`src/include/asu_params.svh`:
```
// Constants for the async serial unit transmit path.
// Assumes inclusion by the package and design files by bare name.
`ifndef ASU_PARAMS_SVH
`define ASU_PARAMS_SVH
`define ASU_BAUD_DIV_DEF 16'h0082
`define ASU_BAUD_DIV_W 16
`define ASU_OSC_PER_BUS 3'h4
`define ASU_BITS_8 4'hA
`define ASU_BITS_9 4'hB
`define ASU_BRK_SHORT_8 4'hA
`define ASU_BRK_SHORT_9 4'hB
`define ASU_BRK_LONG_8 4'hB
`define ASU_BRK_LONG_9 4'hC
`define ASU_BRK_STOP_FULL 4'hF
`define ASU_RX_FRAME_W 4
`define ASU_DATA_W 8
`define ASU_SHIFT_W 12
`define ASU_LEVEL_IDLE 1'b1
`endif

```
`src/include/asu_pkg.sv`:
```
// Types shared by the async serial unit transmit path.
// Assumes asu_params.svh sits in the include path.
`include "asu_params.svh"
package asu_pkg;
    typedef struct packed {
        logic module_enable_bit;
        logic tx_enable;
        logic nine_bit_mode;
        logic send_break_bit;
        logic tx_polarity_invert;
        logic long_break_select;
        logic tx_empty_irq_enable;
        logic tx_done_irq_enable;
        logic baud_source_select;
    } asu_ctrl_s;
    typedef struct packed {
        logic tx_empty_flag;
        logic tx_done_flag;
        logic tx_irq;
    } asu_txstat_s;
    typedef struct packed {
        logic framing_error_flag;
        logic rx_full_flag;
        logic break_seen_flag;
        logic rx_ninth_bit;
        logic [7:0] rx_data;
    } asu_rxstat_s;
    typedef enum logic [3:0] {
        ASU_IDLE = 4'h1,
        ASU_PREAMBLE = 4'h2,
        ASU_DATA = 4'h4,
        ASU_BREAK = 4'h8
    } asu_tx_state_e;
endpackage

```
`src/core/asu_baud_gen.sv`:
```
// Shared baud tick generator for transmitter and receiver.
// Assumes ref_clk is the oscillator clock; bus clock is a quarter of it.
`include "asu_params.svh"
module asu_baud_gen #(
    parameter logic [`ASU_BAUD_DIV_W-1:0] DIV = `ASU_BAUD_DIV_DEF
) (
    input wire logic ref_clk,
    input wire logic srst,
    input wire logic clk_en,
    input wire logic baud_source_select,
    output logic bit_tick,
    output logic half_tick
);
    logic [2:0] pre;
    logic [`ASU_BAUD_DIV_W-1:0] cnt;
    wire src_tick = baud_source_select ? (pre == 3'h0) : 1'b1;
    wire cnt_end = (cnt == DIV - `ASU_BAUD_DIV_W'(1));
    always_ff @(posedge ref_clk) begin
        if (srst) begin
            pre <= 3'h0;
            cnt <= '0;
            bit_tick <= 1'b0;
            half_tick <= 1'b0;
        end else if (clk_en) begin
            // Bus clock source ticks once every four oscillator cycles.
            pre <= (pre == `ASU_OSC_PER_BUS - 3'h1) ? 3'h0 : pre + 3'h1;
            bit_tick <= src_tick && cnt_end;
            // The half tick leads the next bit tick by half a cell in either source mode.
            half_tick <= src_tick && (cnt == (DIV >> 1) - `ASU_BAUD_DIV_W'(1));
            if (src_tick) begin
                cnt <= cnt_end ? '0 : cnt + `ASU_BAUD_DIV_W'(1);
            end
        end
    end
endmodule

```
`src/core/asu_break_det.sv`:
```
// Break recognition on the receive line, producing a one-cycle break pulse.
// Assumes rxd_sync is already synchronised and bit_tick is mid-bit.
`include "asu_params.svh"
module asu_break_det (
    input wire logic ref_clk,
    input wire logic srst,
    input wire logic clk_en,
    input wire logic enable,
    input wire logic bit_tick,
    input wire logic rxd_sync,
    input wire logic nine_bit_mode,
    input wire logic long_break_select,
    input wire logic clear_flags,
    output logic break_pulse
);
    logic [`ASU_RX_FRAME_W-1:0] zeros;
    logic [`ASU_RX_FRAME_W-1:0] need;
    always_comb begin
        unique case ({long_break_select, nine_bit_mode})
            2'b00: need = `ASU_BRK_SHORT_8;
            2'b01: need = `ASU_BRK_SHORT_9;
            2'b10: need = `ASU_BRK_LONG_8;
            default: need = `ASU_BRK_LONG_9;
        endcase
    end
    always_ff @(posedge ref_clk) begin
        if (srst) begin
            zeros <= '0;
            break_pulse <= 1'b0;
        end else if (clk_en) begin
            break_pulse <= 1'b0;
            if (!enable || clear_flags) begin
                zeros <= '0;
            end else if (bit_tick) begin
                if (rxd_sync) begin
                    zeros <= '0;
                end else if (zeros != `ASU_BRK_STOP_FULL) begin
                    zeros <= zeros + `ASU_RX_FRAME_W'(1);
                    break_pulse <= (zeros + `ASU_RX_FRAME_W'(1) == need);
                end
            end
        end
    end
endmodule

```
`src/core/asu_tx_path.sv`:
```
// Transmit path of the async serial unit, with break recognition on receive.
// Assumes control bits come from CPU-side logic on ref_clk; rxd is a pin.
//
// Summary of operation
// - Characters carry 8 or 9 data bits.
// - Ninth bit comes from tx_ninth_bit.
// - Data buffer holds byte for shift register.
// - Preamble of ones precedes buffered data.
// - Start 0 at LSB, stop 1 at MSB.
// - Empty flag sets on hand-off; interrupt.
// - Line idles high when not sending.
// - Module disable releases the port pins.
// - Send-break loads all-zero break character.
// - Breaks repeat; then at least one 1.
// - Short break: 10 or 11 zeros.
// - Long break: 11 or 12 zeros.
// - Break sets framing, full, break; clears data.
// - Idle character all ones, length from mode.
// - Disabling finishes current character, then idles.
// - Enable re-set mid-frame queues idle character.
// - Break then queued idle, no data pending, halves stop position.
// - Inversion flips every transmitted level.
// - Done flag: all empty, nothing pending.
// - Baud source bus or 4x oscillator.
// - Transmit and receive share baud generator.
`include "asu_params.svh"
module asu_tx_path
    import asu_pkg::*;
#(
    parameter logic [`ASU_BAUD_DIV_W-1:0] BAUD_DIV = `ASU_BAUD_DIV_DEF
) (
    input wire logic ref_clk,
    input wire logic srst,
    input wire logic clk_en,
    input wire asu_pkg::asu_ctrl_s ctrl,
    input wire logic [7:0] serial_data_buffer,
    input wire logic data_write,
    input wire logic tx_ninth_bit,
    input wire logic status_read,
    input wire logic rx_flags_clear,
    input wire logic rxd,
    output logic txd_out,
    output logic txd_oe,
    output logic rxd_owned,
    output asu_pkg::asu_txstat_s tx_status,
    output asu_pkg::asu_rxstat_s rx_status
);
    import asu_pkg::*;

    asu_tx_state_e state;
    asu_tx_state_e next_state;
    logic [`ASU_SHIFT_W-1:0] shreg;
    logic [3:0] bits_left;
    logic [`ASU_DATA_W-1:0] hold;
    logic hold_ninth;
    logic hold_full;
    logic empty_armed;
    logic idle_queued;
    logic te_q;
    logic after_break;
    logic line;
    logic rx_s1;
    logic rx_s2;
    logic bit_tick;
    logic half_tick;
    logic brk_pulse;

    asu_baud_gen #(
        .DIV(BAUD_DIV)
    ) u_baud (
        .ref_clk(ref_clk),
        .srst(srst),
        .clk_en(clk_en),
        .baud_source_select(ctrl.baud_source_select),
        .bit_tick(bit_tick),
        .half_tick(half_tick)
    );

    // Receive side uses the same bit tick as the transmitter.
    asu_break_det u_brk (
        .ref_clk(ref_clk),
        .srst(srst),
        .clk_en(clk_en),
        .enable(ctrl.module_enable_bit),
        .bit_tick(bit_tick),
        .rxd_sync(rx_s2),
        .nine_bit_mode(ctrl.nine_bit_mode),
        .long_break_select(ctrl.long_break_select),
        .clear_flags(rx_flags_clear),
        .break_pulse(brk_pulse)
    );

    wire [3:0] char_len = ctrl.nine_bit_mode ? `ASU_BITS_9 : `ASU_BITS_8;
    wire [3:0] brk_len = ctrl.long_break_select ? char_len + 4'h1 : char_len;
    wire [`ASU_SHIFT_W-1:0] data_frame = ctrl.nine_bit_mode
        ? {2'b11, hold_ninth, hold, 1'b0}
        : {3'b111, hold, 1'b0};
    wire run = ctrl.module_enable_bit;
    wire char_end = (bits_left == 4'h1) && bit_tick;
    // A break followed by a queued idle, with no data pending, cuts its last cell at the half tick.
    wire brk_cut = (state == ASU_BREAK) && (bits_left == 4'h1) && half_tick
        && !ctrl.send_break_bit && idle_queued && !hold_full;
    wire shift_done = char_end || brk_cut;
    wire te_rise = ctrl.tx_enable && !te_q;
    // Starting only on a bit tick keeps the first cell of a character started from idle full length.
    wire start_ok = run && ctrl.tx_enable && bit_tick;
    wire done_now = !hold_full && (state == ASU_IDLE) && !ctrl.send_break_bit && !idle_queued;

    always_comb begin
        next_state = state;
        unique case (state)
            ASU_IDLE: begin
                if (start_ok && ctrl.send_break_bit) begin
                    next_state = ASU_BREAK;
                end else if (start_ok && (hold_full || idle_queued)) begin
                    next_state = ASU_PREAMBLE;
                end
            end
            ASU_PREAMBLE, ASU_DATA, ASU_BREAK: begin
                if (shift_done) begin
                    if (!run || !ctrl.tx_enable) begin
                        next_state = ASU_IDLE;
                    end else if (ctrl.send_break_bit) begin
                        next_state = ASU_BREAK;
                    end else if (state == ASU_BREAK || idle_queued) begin
                        next_state = ASU_PREAMBLE;
                    end else if (hold_full) begin
                        next_state = ASU_DATA;
                    end else begin
                        next_state = ASU_IDLE;
                    end
                end
            end
            default: next_state = ASU_IDLE;
        endcase
    end

    wire enter = (next_state != state) || shift_done;
    wire load_data = enter && (next_state == ASU_DATA);

    always_ff @(posedge ref_clk) begin
        if (srst) begin
            state <= ASU_IDLE;
            shreg <= '1;
            bits_left <= 4'h0;
            te_q <= 1'b0;
            after_break <= 1'b0;
        end else if (clk_en) begin
            state <= next_state;
            te_q <= ctrl.tx_enable;
            if (enter) begin
                unique case (next_state)
                    ASU_DATA: begin
                        shreg <= data_frame;
                        bits_left <= char_len;
                    end
                    ASU_BREAK: begin
                        shreg <= '0;
                        bits_left <= brk_len;
                    end
                    ASU_PREAMBLE: begin
                        shreg <= '1;
                        bits_left <= char_len;
                    end
                    default: begin
                        shreg <= '1;
                        bits_left <= 4'h0;
                    end
                endcase
                after_break <= (state == ASU_BREAK);
            end else if (bit_tick && state != ASU_IDLE) begin
                shreg <= {1'b1, shreg[`ASU_SHIFT_W-1:1]};
                bits_left <= bits_left - 4'h1;
            end
        end
    end

    // Holding buffer; the empty flag arms on a status read and clears on a write.
    always_ff @(posedge ref_clk) begin
        if (srst) begin
            hold <= '0;
            hold_ninth <= 1'b0;
            hold_full <= 1'b0;
            empty_armed <= 1'b0;
            idle_queued <= 1'b0;
        end else if (clk_en) begin
            if (status_read && !hold_full) begin
                empty_armed <= 1'b1;
            end
            if (data_write) begin
                hold <= serial_data_buffer;
                hold_ninth <= tx_ninth_bit;
            end
            // An unarmed write must not stop a hand-off from emptying the buffer.
            if (data_write && empty_armed) begin
                hold_full <= 1'b1;
                empty_armed <= 1'b0;
            end else if (load_data) begin
                hold_full <= 1'b0;
            end
            if (te_rise && state != ASU_IDLE) begin
                idle_queued <= 1'b1;
            end else if (state == ASU_IDLE && next_state == ASU_PREAMBLE) begin
                idle_queued <= 1'b0;
            end else if (enter && state != ASU_IDLE && next_state == ASU_PREAMBLE) begin
                idle_queued <= 1'b0;
            end else if (!run) begin
                idle_queued <= 1'b0;
            end
        end
    end

    always_ff @(posedge ref_clk) begin
        if (srst) begin
            line <= `ASU_LEVEL_IDLE;
            txd_out <= `ASU_LEVEL_IDLE;
            txd_oe <= 1'b0;
            rxd_owned <= 1'b0;
            tx_status <= '0;
            rx_s1 <= 1'b1;
            rx_s2 <= 1'b1;
            rx_status <= '0;
        end else if (clk_en) begin
            rx_s1 <= rxd;
            rx_s2 <= rx_s1;
            line <= (state == ASU_IDLE) ? `ASU_LEVEL_IDLE : shreg[0];
            txd_out <= line ^ ctrl.tx_polarity_invert;
            txd_oe <= run;
            rxd_owned <= run;
            tx_status.tx_empty_flag <= !hold_full;
            tx_status.tx_done_flag <= done_now;
            tx_status.tx_irq <= (!hold_full && ctrl.tx_empty_irq_enable)
                || (ctrl.tx_done_irq_enable && done_now);
            if (brk_pulse) begin
                rx_status <= '0;
                rx_status.framing_error_flag <= 1'b1;
                rx_status.rx_full_flag <= 1'b1;
                rx_status.break_seen_flag <= 1'b1;
            end else if (rx_flags_clear) begin
                rx_status.framing_error_flag <= 1'b0;
                rx_status.rx_full_flag <= 1'b0;
                rx_status.break_seen_flag <= 1'b0;
            end
        end
    end
endmodule

```
`config.mk`:
```
export PLATFORM = sky130hd
export DESIGN_NAME = asu_tx_path
export DESIGN_NICKNAME = d
export VERILOG_FILES = /design/src/include/asu_pkg.sv /design/src/core/asu_baud_gen.sv /design/src/core/asu_break_det.sv /design/src/core/asu_tx_path.sv
export VERILOG_INCLUDE_DIRS = /design/src /design/src/include
export SDC_FILE = /design/constraint.sdc
export NUM_CORES = 1
export LEC_CHECK = 0
export BUFFER_PORTS_ARGS = -buffer_cell sky130_fd_sc_hd__buf_2
export CAP_MARGIN = 10
export CORE_ASPECT_RATIO = 1.75
export CORE_UTILIZATION = 59
export DETAILED_ROUTE_END_ITERATION = 8
export MAX_ROUTING_LAYER = met4
export PLACE_DENSITY = 0.8
export RECOVER_POWER = 100
export SYNTH_ARGS = -nofsm -noshare
export SYNTH_HDL_FRONTEND = slang
export SYNTH_HIERARCHICAL = 1
export SYNTH_SLANG_ARGS = --single-unit
export TNS_END_PERCENT = 5
```
`constraint.sdc`:
```
create_clock -name ref_clk -period 3 [get_ports ref_clk]
set_input_delay 0.15 -clock ref_clk [delete_from_list [all_inputs] [get_ports ref_clk]]
set_output_delay 0.15 -clock ref_clk [all_outputs]
set_load 0.005 [all_outputs]
```
==> summary.txt <==
Timing
  • Setup ws final: 0.319 ns
  • Setup TNS: 0 ns
  • Period utilisation layout: 89.4%
  • Tightest Pin Transition: 1.39 ns
  • Fmax: 0.373 GHz
  • WHS: 0.0116 ns
  • Clk_skew: 0.00942 ns
  • Period minus WS final: 2.68 ns
  • Final setup viols: 0
  • RSZ-0062 raised after global routing: false
  • Final Max Slew Viols: 0
  • Slew headroom: 7.05%
  • Final Hold Fails: 0

Worst setup path
  • CP peak stage delay: 0.51 ns
  • Buf/Inv on CP: 0
  • R2R setup slack: 0.32 ns
  • Delay-heaviest family, CP: compound AO/OA/AOI/OAI gates
  • WS Path Type: flop to flop
  • Crit path max fanout: 17
  • Critical Path Start Type: flop
  • Capture point of the worst reg-to-reg path: shreg[8]
  • Required @ worst endpoint: 3.25 ns
  • Reg2reg path depth: 6
  • Nature of the critical path endpoint: flop
  • Worst r2r src: state[3]
  • Slowest CP cell: dfxtp_1
  • Crit-path cells: nor4b_1, a21oi_1, o221ai_2, o21ai_2, a311oi_2, a31oi_1
  • WP data arrival: 2.93 ns

Synth
  • Top post-synthesis cells by area: dfxtp_1 (35%), nand2_1 (5.4%), nor2_1 (4.2%), a21oi_1 (4.1%), ha_1 (3.5%)
  • #FFs+latches synth: 68
  • Ys flop type: dfxtp_1
  • Mapped Avg Cell Area: 8.29 µm²
  • Count leader, synth: dfxtp_1
  • Share of the synthesized area in the top cell type: 35.0%
  • Synth Cell Area: 3890 µm²
  • Synth unique cells: 77
  • Ys Warns: 6
  • Seq/Total Area, Yosys: 35.0%
  • Commonest cells post-synth: dfxtp_1 (68), nand2_1 (56), nor2_1 (44)
  • Number of flops mapped to enable cells by yosys: 0
  • Area leader, netlist: dfxtp_1
  • Synth Instances: 469
  • Async SR Flop Fraction: 0%

Power
  • Total power: 1.95 mW
  • Power density cells: 471 nW/µm²
  • Leak pwr: 1.60 nW
  • Peak supply drop: 0.482 mV

Place
  • Final GP Congestion: 0.934
  • IO Port Bufs: 33
  • Pre-CTS setup slack: 0.528 ns
  • DP Wirelength: 6730 µm

Global route
  • Antenna violations before repair: 0
  • Total GRT Usage: 30.2%
  • Vias in the first global route: 3456
  • First-pass GRT wire length: 15500 µm
  • Pin count of the biggest net entering global routing: 44
  • Total gr overflow: 0

CTS
  • Post-cts sizing count: 0
  • CTS H-tree lvls: 3
  • Hold bufs inserted after CTS: 1
  • CTS root buffer: clkbuf_8
  • Reg clk slew, reported paths: 0.08 ns
  • Clock buffer depth: 2
  • TritonCTS clock tree: built
  • CTS Buf Count: 9
  • Post-CTS setup buffer count: 0
  • Clk_lat worst skew: 0.37 ns
  • CTS Sinks: 68

Final layout
  • Synth-to-Final Area Change: 6.57%
  • Ant. Diodes: 0
  • Final #Nets: 529
  • Share of cells above drive strength 1: 13.1%

Detailed routing
  • Pre-antenna DRT Iters: 5
  • Initial drt markers: 220
  • Drt drc: 0
  • Vias per cell: 6.04
  • Vias: 3489
  • Routed WL per cell: 16.5 µm
  • Final WL: 9520 µm
  • Post-route ant nets: 0

Run status
  • Status: finished clean

Worst hold path
  • Hold depth: 3
  • Hold EP: hold[1]
  • Min-Delay Startpoint: serial_data_buffer[1]
  • Class of the tightest hold or removal check: input port to flop

Die
  • Std cell rows: 38
  • Die W: 63.4 µm
  • Die span in y: 109 µm
  • Die area: 6930 µm²
  • Core area: 6280 µm²
  • Initial Util: 61.9%
  • IO Pins: 43

Flow run
  • Max-Cap Viols: 0
tightest hold or removal path: stages:
cell and delay (ns):
buf_2 0.09, nand2_1 0.04, a21oi_1 0.05
sequential cells by signal, summed over array words and instances, names as in the netlist, 3 cells and up:
signal       cells
u_baud/cnt      16
tx_status        3
hold             8
u_baud/pre       3
state            4
shreg           12
bits_left        4
u_brk/zeros      4
cells by family (layout without fill, tap and decap cells):
kind of cell	Yosys count	count (layout)	synth area share (%)
multiplexers	8	8	2.09
AO/OA/AOI/OAI	125	125	23.1
adder cells (fa/ha/maj)	12	12	3.83
buffers and inverters	59	80	8.63
AND/OR/NAND/NOR	182	182	23.9
other	1	9	0.0965
flip-flops	68	68	35.0
XOR/XNOR	14	14	3.35
where the power goes:
| part | total, mW | switching [mW] | internal (mW) |
|---|---|---|---|
| sequential | 0.959 | 0.0275 | 0.931 |
| clock | 0.780 | 0.376 | 0.404 |
| combinational | 0.213 | 0.131 | 0.0823 |
| total | 1.95 | 0.534 | 1.42 |
cell type report:
class	count	area (µm²)
Timing Repair Buffer	40	211
Sequential cell	68	1360
Multi-Input combinational cell	350	2180
Inverter	24	90.1
Fill cell	551	2130
Clock buffer	10	138
Clock inverter	6	63.8
Tap cell	80	100
worst max-delay path by stage:
stage	start	end	slack, ns	depth (start not counted)
after CTS	hold_full	idle_queued	0.52	8
after global placement	hold_full	idle_queued	0.60	8
after detailed placement	hold_full	idle_queued	0.53	8
after global routing	state[2]	shreg[6]	0.19	8
final	state[3]	shreg[8]	0.32	6
after floorplan	state[0]	idle_queued	0.94	7
metal layers:
layer | up-vias | global-route usage, % | share of wire, %
met5 | - | - | 0
met4 | 0 | 24.4 | 4.8
met3 | 33 | 6.02 | 3.6
met2 | 92 | 52.1 | 53
met1 | 1641 | 28.8 | 39
li1 | 1723 | - | -
through the flow:
stage / utilization, % / instance area, µm² / instances
finish: 66.0 / 4140 / 578
global route: 66.0 / 4140 / 578
CTS: 66.8 / 4190 / 578
detailed placement: 63.5 / 3980 / 561
global placement: 63.5 / 3980 / 561
floorplan: - / 3920 / 477
cells in the final DEF, fill, tap and decap left out, drive strengths merged, types with 7 or more instances in the layout:
| cell | netlist | routed |
|---|---|---|
| dfxtp | 68 | 68 |
| nand2 | 56 | 56 |
| nor2 | 44 | 44 |
| a21oi | 34 | 34 |
| buf | 26 | 34 |
| inv | 24 | 24 |
| o21ai | 23 | 23 |
| nor3 | 17 | 17 |
| clkbuf | 9 | 15 |
| xnor2 | 12 | 12 |
| ha | 11 | 11 |
| nand2b | 11 | 11 |
| a211oi | 11 | 11 |
| nand3 | 10 | 10 |
| conb | 1 | 9 |
| a311oi | 9 | 9 |
| or4 | 8 | 8 |
| mux2i | 7 | 7 |
(Power assumes the default switching activity.)
